==> src/timing_defs.svh <==
// Purpose: shared constants of the instruction timing sequencer
// Assumes: packed byte/cycle word is {bytes[2:0], cycles[2:0]}
// Notes:   a zero word marks an illegal class/mode pairing
`ifndef TIMING_DEFS_SVH
`define TIMING_DEFS_SVH

`define BC_ILLEGAL   6'h00
`define BC_1_1       6'h09
`define BC_1_2       6'h0A
`define BC_1_3       6'h0B
`define BC_1_5       6'h0D
`define BC_1_7       6'h0F
`define BC_2_2       6'h12
`define BC_2_3       6'h13
`define BC_2_5       6'h15
`define BC_3_3       6'h1B
`define BC_3_4       6'h1C
`define BC_3_5       6'h1D

// first pointer value that needs the long encoding
`define B_SHORT_LIMIT 8'h10

`define CNT_W        3

`endif

==> src/timing_pkg.sv <==
// Purpose: types of the instruction timing sequencer
// Assumes: nothing beyond the shared constants
// Notes:   class codes are this block's own, not opcode values
`default_nettype none
package timing_pkg;

  typedef enum logic [4:0] {
    OP_ADD                  = 5'h00,
    OP_ADD_CARRY            = 5'h01,
    OP_SUBTRACT_WITH_CARRY  = 5'h02,
    OP_AND                  = 5'h03,
    OP_OR                   = 5'h04,
    OP_XOR                  = 5'h05,
    OP_SKIP_UNLESS_EQUAL    = 5'h06,
    OP_SKIP_UNLESS_GREATER  = 5'h07,
    OP_SWAP_ACC             = 5'h08,
    OP_LOAD_MOVE_ACC        = 5'h09,
    OP_LOAD_MOVE_B          = 5'h0A,
    OP_LOAD_MOVE_MEM        = 5'h0B,
    OP_LOAD_MOVE_REG        = 5'h0C,
    OP_TABLE_LOOKUP_LOAD    = 5'h0D,
    OP_DECIMAL_CORRECT_ACC  = 5'h0E,
    OP_LONG_SUBROUTINE_CALL = 5'h0F,
    OP_SHORT_SUBROUTINE_CALL= 5'h10,
    OP_INTERRUPT_RETURN     = 5'h11,
    OP_SOFTWARE_TRAP        = 5'h12,
    OP_NOP                  = 5'h13
  } op_t;

  typedef enum logic [2:0] {
    MODE_NONE   = 3'h0,
    MODE_B_IND  = 3'h1,
    MODE_X_IND  = 3'h2,
    MODE_DIRECT = 3'h3,
    MODE_IMM    = 3'h4,
    MODE_B_STEP = 3'h5,
    MODE_X_STEP = 3'h6
  } mode_t;

  typedef struct packed {
    logic [2:0] bytes;
    logic [2:0] cycles;
  } bc_t;

  typedef enum logic [1:0] {
    ST_IDLE = 2'h0,
    ST_EXEC = 2'h1,
    ST_SKIP = 2'h2
  } seq_state_t;

  function automatic logic is_alu(op_t op);
    return op inside {OP_ADD, OP_ADD_CARRY, OP_SUBTRACT_WITH_CARRY,
                      OP_AND, OP_OR, OP_XOR};
  endfunction : is_alu

  function automatic logic is_compare(op_t op);
    return op inside {OP_SKIP_UNLESS_EQUAL, OP_SKIP_UNLESS_GREATER};
  endfunction : is_compare

endpackage : timing_pkg
`default_nettype wire

==> src/timing_if.sv <==
// Purpose: carries a class/mode query and its byte/cycle answer
// Assumes: answer is combinational on the query
// Notes:   none
`timescale 1ns/1ns
`default_nettype none
interface timing_if
  import timing_pkg::*;
  ();
  op_t        op;
  mode_t      mode;
  logic [7:0] imm;
  bc_t        bc;

  modport table_side (input op, input mode, input imm, output bc);
  modport user_side  (output op, output mode, output imm, input bc);
endinterface : timing_if
`default_nettype wire

==> src/timing_lookup.sv <==
// Purpose: byte and cycle figures for each class and addressing mode
// Assumes: query stable for the cycle it is used in
// Notes:   unlisted pairings answer with the illegal word
`timescale 1ns/1ns
`default_nettype none
`include "timing_defs.svh"
module timing_lookup
  import timing_pkg::*;
(
  timing_if.table_side q
);

  // three-column operand timing shared by math, logic and compares
  function automatic bc_t alu_bc(mode_t m);
    case (m)
      MODE_B_IND:  return `BC_1_1;
      MODE_DIRECT: return `BC_3_4;
      MODE_IMM:    return `BC_2_2;
      default:     return `BC_ILLEGAL;
    endcase
  endfunction : alu_bc

  function automatic bc_t acc_move_bc(mode_t m, logic imm_ok);
    case (m)
      MODE_B_IND:  return `BC_1_1;
      MODE_X_IND:  return `BC_1_3;
      MODE_DIRECT: return `BC_2_3;
      MODE_IMM:    return imm_ok ? `BC_2_2 : `BC_ILLEGAL;
      MODE_B_STEP: return `BC_1_2;
      MODE_X_STEP: return `BC_1_3;
      default:     return `BC_ILLEGAL;
    endcase
  endfunction : acc_move_bc

  function automatic bc_t decode(op_t op, mode_t m, logic [7:0] imm);
    bc_t r;
    r = `BC_ILLEGAL;
    case (op)
      OP_ADD, OP_ADD_CARRY, OP_SUBTRACT_WITH_CARRY: begin
        r = alu_bc(m);
      end
      OP_AND, OP_OR, OP_XOR: begin
        r = alu_bc(m);
      end
      OP_SKIP_UNLESS_EQUAL, OP_SKIP_UNLESS_GREATER: begin
        r = alu_bc(m);
      end
      OP_SWAP_ACC: begin
        r = acc_move_bc(m, 1'b0);
      end
      OP_LOAD_MOVE_ACC: begin
        r = acc_move_bc(m, 1'b1);
      end
      OP_LOAD_MOVE_B: begin
        if (m == MODE_IMM) begin
          // short form only reaches the lowest sixteen locations
          r = (imm < `B_SHORT_LIMIT) ? `BC_1_1
                                     : `BC_2_3;
        end
      end
      OP_LOAD_MOVE_MEM: begin
        if (m == MODE_DIRECT) begin
          r = `BC_3_3;
        end else if (m == MODE_B_STEP) begin
          r = `BC_2_2;
        end
      end
      OP_LOAD_MOVE_REG: begin
        if (m == MODE_IMM) begin
          r = `BC_2_3;
        end
      end
      OP_TABLE_LOOKUP_LOAD: begin
        if (m == MODE_NONE) begin
          r = `BC_1_3;
        end
      end
      OP_DECIMAL_CORRECT_ACC: begin
        if (m == MODE_NONE) begin
          r = `BC_1_1;
        end
      end
      OP_LONG_SUBROUTINE_CALL: begin
        if (m == MODE_NONE) begin
          r = `BC_3_5;
        end
      end
      OP_SHORT_SUBROUTINE_CALL: begin
        if (m == MODE_NONE) begin
          r = `BC_2_5;
        end
      end
      OP_INTERRUPT_RETURN: begin
        if (m == MODE_NONE) begin
          r = `BC_1_5;
        end
      end
      OP_SOFTWARE_TRAP: begin
        if (m == MODE_NONE) begin
          r = `BC_1_7;
        end
      end
      OP_NOP: begin
        if (m == MODE_NONE) begin
          r = `BC_1_1;
        end
      end
      default: begin
        r = `BC_ILLEGAL;
      end
    endcase
    return r;
  endfunction : decode

  assign q.bc = decode(q.op, q.mode, q.imm);

endmodule : timing_lookup
`default_nettype wire

==> src/instruction_cycle_timing.sv <==
// Purpose: paces each instruction over its documented cycle count
// Assumes: one instruction cycle per clk; inputs synchronous to clk
// Notes:   skip request is honoured only in a compare's last cycle
//
// Notes on behaviour
// - add, add with carry, subtract_with_carry: 1/1, 3/4, 2/2 by mode.
// - and, or, xor: 1/1 pointer-B, 3/4 direct, 2/2 immediate.
// - skip_unless_equal/greater compares: 1/1, 3/4, 2/2 by mode.
// - swap acc: B 1/1, X 1/3, direct 2/3, B-step 1/2, X-step 1/3.
// - load acc: as swap, plus immediate 2/2.
// - load B with immediate below 16: one byte, one cycle.
// - load B with immediate above 15: two bytes, three cycles.
// - store immediate direct 3/3; through stepping B 2/2.
// - load immediate into working register: two bytes, three cycles.
// - table_lookup_load 1/3; decimal_correct_acc 1/1.
// - long_subroutine_call 3/5; short_subroutine_call 2/5.
// - interrupt_return 1/5; software_trap 1/7.
// - a skipped instruction costs one cycle per opcode byte.
`timescale 1ns/1ns
`default_nettype none
`include "timing_defs.svh"
module instruction_cycle_timing
  import timing_pkg::*;
(
  input  wire logic       clk,
  input  wire logic       arst_n,
  input  wire logic       issue_valid,
  input  wire op_t        issue_op,
  input  wire mode_t      issue_mode,
  input  wire logic [7:0] issue_imm,
  input  wire logic       skip_next,
  output logic            issue_ready,
  output logic            busy,
  output logic            skipping,
  output logic            retire,
  output logic [2:0]      cur_bytes,
  output logic            bad_op
);

  timing_if tq ();

  seq_state_t            state_q;
  logic [`CNT_W-1:0]     remain_q;
  logic                  ready_q;
  logic                  compare_q;
  logic                  skip_armed_q;
  logic                  retire_q;
  logic [2:0]            bytes_q;
  logic                  bad_q;
  logic                  busy_q;
  logic                  skipping_q;
  logic                  legal;
  logic                  accept;
  logic                  skip_req;
  logic                  skip_eff;
  logic [`CNT_W-1:0]     span;
  logic                  last_cycle;

  assign tq.op   = issue_op;
  assign tq.mode = issue_mode;
  assign tq.imm  = issue_imm;

  timing_lookup u_lookup (
    .q (tq.table_side)
  );

  assign legal      = (tq.bc.bytes != 3'h0);
  assign accept     = issue_valid && ready_q && legal;
  assign last_cycle = (state_q != ST_IDLE) && (remain_q == 3'h0);
  // a failed compare asks to drop the instruction that follows it
  assign skip_req   = skip_next && compare_q && last_cycle;
  assign skip_eff   = skip_armed_q || skip_req;
  // a skipped instruction burns one cycle per byte, not its own count
  assign span       = skip_eff ? tq.bc.bytes : tq.bc.cycles;

  // sequencer: one count per clk, fetch held until it runs out
  always_ff @(posedge clk or negedge arst_n) begin
    if (!arst_n) begin
      state_q    <= ST_IDLE;
      remain_q   <= 3'h0;
      ready_q    <= 1'b1;
      busy_q     <= 1'b0;
      skipping_q <= 1'b0;
    end else if (accept) begin
      state_q    <= skip_eff ? ST_SKIP : ST_EXEC;
      remain_q   <= span - 3'h1;
      ready_q    <= (span == 3'h1);
      busy_q     <= 1'b1;
      skipping_q <= skip_eff;
    end else begin
      case (state_q)
        ST_IDLE: begin
          ready_q <= 1'b1;
        end
        ST_EXEC, ST_SKIP: begin
          if (remain_q == 3'h0) begin
            state_q    <= ST_IDLE;
            ready_q    <= 1'b1;
            busy_q     <= 1'b0;
            skipping_q <= 1'b0;
          end else begin
            remain_q <= remain_q - 3'h1;
            // reopen fetch for the last cycle so instructions abut
            ready_q  <= (remain_q == 3'h1);
          end
        end
        default: begin
          state_q    <= ST_IDLE;
          remain_q   <= 3'h0;
          ready_q    <= 1'b1;
          busy_q     <= 1'b0;
          skipping_q <= 1'b0;
        end
      endcase
    end
  end

  // remembered skip survives gaps until the next fetch consumes it
  always_ff @(posedge clk or negedge arst_n) begin
    if (!arst_n) begin
      skip_armed_q <= 1'b0;
    end else if (accept) begin
      skip_armed_q <= 1'b0;
    end else if (skip_req) begin
      skip_armed_q <= 1'b1;
    end
  end

  always_ff @(posedge clk or negedge arst_n) begin
    if (!arst_n) begin
      compare_q <= 1'b0;
      bytes_q   <= 3'h0;
    end else if (accept) begin
      // a skipped compare cannot itself cause a skip
      compare_q <= is_compare(issue_op) && !skip_eff;
      bytes_q   <= tq.bc.bytes;
    end else if (last_cycle) begin
      compare_q <= 1'b0;
    end
  end

  always_ff @(posedge clk or negedge arst_n) begin
    if (!arst_n) begin
      retire_q <= 1'b0;
    end else begin
      retire_q <= last_cycle;
    end
  end

  always_ff @(posedge clk or negedge arst_n) begin
    if (!arst_n) begin
      bad_q <= 1'b0;
    end else begin
      bad_q <= issue_valid && ready_q && !legal;
    end
  end

  assign issue_ready = ready_q;
  // flop copies of the state so these pins leave straight from registers
  assign busy        = busy_q;
  assign skipping    = skipping_q;
  assign retire      = retire_q;
  assign cur_bytes   = bytes_q;
  assign bad_op      = bad_q;

  logic plain;
  assign plain = accept && !skip_eff;
endmodule : instruction_cycle_timing
`default_nettype wire

==> config.mk <==
export PLATFORM = sky130hd
export DESIGN_NAME = instruction_cycle_timing
export DESIGN_NICKNAME = d
export VERILOG_FILES = /design/src/timing_pkg.sv /design/src/timing_if.sv /design/src/timing_lookup.sv /design/src/instruction_cycle_timing.sv
export VERILOG_INCLUDE_DIRS = /design/src
export SDC_FILE = /design/constraint.sdc
export NUM_CORES = 1
export LEC_CHECK = 0
export ABC_AREA = 1
export BUFFER_PORTS_ARGS = -buffer_cell sky130_fd_sc_hd__buf_2
export CAP_MARGIN = 20
export CORE_ASPECT_RATIO = 0.8
export CORE_MARGIN = 2
export CORE_UTILIZATION = 49
export CTS_CLUSTER_SIZE = 28
export DETAILED_ROUTE_END_ITERATION = 7
export GPL_ROUTABILITY_DRIVEN = 0
export GPL_TIMING_DRIVEN = 0
export PLACE_DENSITY = 0.73
export REMOVE_ABC_BUFFERS = 1
export SETUP_SLACK_MARGIN = 0.02
export SYNTH_ARGS = -nofsm -noshare
export SYNTH_HDL_FRONTEND = slang
export SYNTH_HIERARCHICAL = 1
export SYNTH_SLANG_ARGS = --single-unit
==> constraint.sdc <==
create_clock -name clk -period 2.2 [get_ports clk]
set_input_delay 0.33 -clock clk [delete_from_list [all_inputs] [get_ports clk]]
set_output_delay 0.33 -clock clk [all_outputs]
set_load 0.01 [all_outputs]
# == Word-level counts from Yosys, hierarchy flattened ==
# Index checks and enable logic that the tools add are counted.
# W data, S select, Z words.
# word_totals
in_bits,20
register_bits,15
output_inout_bits,8
# classes
n_addsub,2
n_reduce_logical,25
eq_ne,32
n_lt_le_gt_ge,1
mux,34
# op_table
op,count
$pmux W6 S12,1
$eq A5 B4 Y1 const B,8
$mux W5,5
$pmux W5 S5,1
$eq A5 B3 Y1 const B,4
$eq A5 B5 Y1 const B,4
$pmux W5 S4,1
$mux W4,4
$pmux W5 S3,1
$mux W6,2
$eq A5 B2 Y1 const B,2
$mux W1,10
$eq A3 B1 Y1 const B,3
$eq A3 B3 Y1 const B,3
$mux W3,3
$lt A8 B5 Y1 const B,1
$reduce_bool A2 Y1,4
$reduce_or A8 Y1,1
$logic_and A1 B1 Y1,7
$eq A3 B2 Y1 const B,2
$logic_not A3 Y1,2
$mux W2,3
$ne A3 B3 Y1 const B,2
$pmux W3 S2,1
14 further kinds,19

# == Depth between registers and ports, before layout ==
# logic_depth
depth_word,8
ltp_mapped,15
depth_no_buf,15

# == Hierarchy ==
# The synthesis kept the hierarchy.
# modules_own_cells
mod,cells_each,n_inst,area_each_um2,seq_area_each_um2
instruction_cycle_timing,97,1,797.0,351.6
timing_lookup,102,1,434.2,0.0

# == Least setup slack after synthesis ==
# No wires, ideal clock.
# synth_timing
path_kind,in2reg
from,input port issue_mode[0]
to,register remain_q[1]
cell_stages,14
setup_ns,0.076
t_arrival_ns,1.603
n_path_buf,0
path_slack_ns,0.521
cell_sequence,nor2_2 > nand2_2 > nor2_2 > nand2_1 > nand3_1 > nor2_1 > nand2_1 > inv_1 > nand2_2 > o21ai_2 > ha_1 > o22ai_1 > nand2_1 > o21ai_1
# synth_rtl
item,line_no,text
from (decl),instruction_cycle_timing.sv:29,"input wire mode_t issue_mode,"
to (signal assigned),instruction_cycle_timing.sv:86,remain_q <= span - 3'h1;
to (signal assigned),instruction_cycle_timing.sv:102,remain_q <= remain_q - 3'h1;
to (decl),instruction_cycle_timing.sv:43,logic [`CNT_W-1:0] remain_q;

==> impl_metrics.csv <==
group,metric,value,unit
clocking,root_buffer,"clkbuf_4",
floorplan,pin_count,28,
critical_path,crit_fanout,12,
timing,period_minus_slack,1.89,ns
power,p_sw,0.477,mW
critical_path,crit_path_start_kind,"input port",
routing,drt-total-wl,2470,um
clocking,htreeDepth,1,
clocking,clkSinkCount,14,
timing,rsz0062_at_grt,"false",
global_routing,grt_overflow,0,
timing,fin_skew,0.0129,ns
synthesis,synthCells,199,
power,total_power,1.11,mW
routing,drtIter0Drc,27,
layout,fillers,255,
timing,setup_viol,0,
floorplan,initial_utilization,0.508,
floorplan,die_area,2930,sq um
power,pwr-share-seq,0.357,
routing,remaining_drc_errors,0,
floorplan,rows,16,
critical_path,cp-end-kind,"flop",
timing,drv_slew,0,
power,p_clk_frac,0.133,
routing,ant_nets,0,
routing,wl_per_cell,9.46,um
layout,nNetsFinal,251,
clocking,path_clk_slew,0.09,ns
power,ir_drop,0.309,mV
synthesis,seq_area_frac_synth,0.286,
routing,top_layer_used,"met4",
clocking,cts_made_buffers,3,
routing,wl_met2,1030,um
placed_design,portBuffers,23,
global_routing,grt_max_degree,15,
synthesis,synth_cell_type_count,23,
power,p_leak,0.840,nW
synthesis,yosysWarnings,6,
critical_path,arrival,2.05,ns
power,powerDensity,782,nW/um^2
synthesis,synthArstFlopShare,1.00,
critical_path,critPathKind,"input port to flop",
placed_design,dpl_cell_area,1380,sq um
routing,viasPerCell,4.60,
timing,max_freq,0.530,GHz
placed_design,place.detailed.hpwl,2060,um
power,swShare,0.429,
synthesis,synth_area,1230,sq um
clocking,cts_tree,"done",
run,max-cap-violations,0,
routing,dr_wl_met3,71,um
global_routing,grt_pass1_wl,4410,um
synthesis,synth_flop_cell,"dfrtp_1",
floorplan,die_h,48.8,um
floorplan,dieWidth,60.0,um
synthesis,yosys_register_bits,14,
hold_path,hp-class,"input port to flop",
global_routing,antenna_found_initial,0,
global_routing,track_usage,0.190,
clocking,clock_latency,0.28,ns
power,power_frac_comb,0.511,
layout,fin_area,1420,sq um
layout,antenna-diode-count,0,
layout,area_delta_synth_final,15.3,%
critical_path,cp.required,2.37,ns
timing,hold_viol_final,0,
synthesis,avgSynthCellArea,6.19,sq um
clocking,cts_buffer_depth,2,
routing,first_pass_iters,4,
synthesis,synth-edff-count,0,
outcome,outcome,"completed",
timing,fin_tns_setup,0,ns
layout,utilization,0.586,
layout,drive_gt1_frac,0.213,
routing,wl_met1,1360,um
power,internal_power,0.634,mW
routing,num_vias,1200,
timing,final.period_utilization,0.857,
floorplan,core_area,2420,sq um
global_routing,grt_pass1_vias,1070,
## Yosys cell counts (4+ instances only)
| cell | instances | share of area |
|---|---|---|
| o21ai_0 | 6 | 0.024 |
| nor2_1 | 32 | 0.098 |
| o21ai_1 | 5 | 0.020 |
| inv_1 | 35 | 0.11 |
| dfrtp_1 | 13 | 0.26 |
| nand2_2 | 6 | 0.030 |
| ha_1 | 5 | 0.051 |
| nand3_1 | 16 | 0.065 |
| a21oi_1 | 4 | 0.016 |
| nand2_1 | 52 | 0.16 |
## sequential cells by signal, summed over array words and instances, names as in the netlist
register and cells:
bad_op 1, busy 1, compare_q 1, cur_bytes 3, issue_ready 1, remain_q 3
retire 1, skip_armed_q 1, state_q 2
## timing repair
action / in CTS / in global routing
gates resized for setup: 0 / 2
buffers inserted: 0 / 0
setup endpoints to repair: 0 / 7
endpoints found under the hold margin: 13 / 0
hold buffers: 1 / 0
## kinds of logic after synthesis
| family | share of synthesized area |
|---|---|
| AOI/OAI and AO/OA | 0.110 |
| DFF | 0.286 |
| xor gates and xnor gates | 0.00712 |
| other | 0.00305 |
| buffers and inverters | 0.128 |
| and+or+nand+nor | 0.416 |
| adders and majority gates | 0.0508 |
## power by group through the flow
stage / clock, mW / sequential [mW] / combinational (mW)
2_1_floorplan: 0 / 0.421 / 0.392
3_3_place_gp: 0 / 0.401 / 0.551
3_5_place_dp: 0 / 0.403 / 0.557
4_1_cts: 0.154 / 0.398 / 0.562
5_1_grt: 0.167 / 0.411 / 0.661
6_report: 0.147 / 0.396 / 0.567
## cell usage in the layout (no fill, tap or decap)
cell type	n
nand4_1	1
nor2_4	2
o22ai_1	3
inv_2	3
clkbuf_4	3
nand3_1	16
o21ai_1	5
dfrtp_1	13
o21ai_2	3
dfstp_2	1
nand2_2	6
nand2_1	51
o211ai_1	2
nand2_4	2
dlygate4sd3_1	1
xnor2_1	1
inv_1	35
clkbuf_1	1
o21ai_0	6
a21oi_1	4
nor2_1	32
ha_1	5
nor2_2	3
conb_1	1
nand3_2	2
buf_2	23
## through the flow
step                hold WS, ns  setup WS [ns]  cells
floorplan                0.0344          0.368    197
global placement          0.243         -0.132    256
detailed placement        0.242         -0.127    256
CTS                       0.312          0.174    261
global route              0.312         0.0668    261
finish                    0.321          0.314    261
## layout make-up
class | instances | area [sq um] | area share
well taps | 36 | 45.0 | 0.0317
inverters | 38 | 143 | 0.100
repair buffers | 24 | 125 | 0.0881
clock buffers | 4 | 26.3 | 0.0185
multi-input cells | 145 | 729 | 0.514
flip-flops and latches | 14 | 352 | 0.248
## layer usage
layer  global-route usage  vias up
li1                     -      667
met1                0.298      510
met2                0.279       21
met3               0.0159        2
met4               0.0444        0
met5                    0        -
## path summary, 6_finish.rpt
kind / startpoint / cells after the start / slack, ns / end
max in group asynchronous: arst_n / 2 / 1.44 / issue_ready
max: issue_op[2] / 16 / 0.31 / remain_q[0]
max reg2reg: remain_q[0] / 12 / 0.37 / remain_q[1]
min reg2reg: busy / 2 / 0.48 / busy
min in group asynchronous: arst_n / 2 / 0.47 / state_q[0]
min: issue_valid / 3 / 0.32 / bad_op
## critical path, stage by stage
cell	delay, ns
buf_2	0.11
inv_1	0.04
nand3_1	0.18
nor2_1	0.08
o21ai_1	0.09
nand2_1	0.08
nor2_1	0.11
nand2_1	0.06
inv_1	0.11
nand3_1	0.16
nand2_4	0.17
nand2_2	0.11
o21ai_2	0.20
inv_2	0.07
nor2_1	0.08
a21oi_1	0.05
No activity file was read; power rests on OpenSTA's default activity.
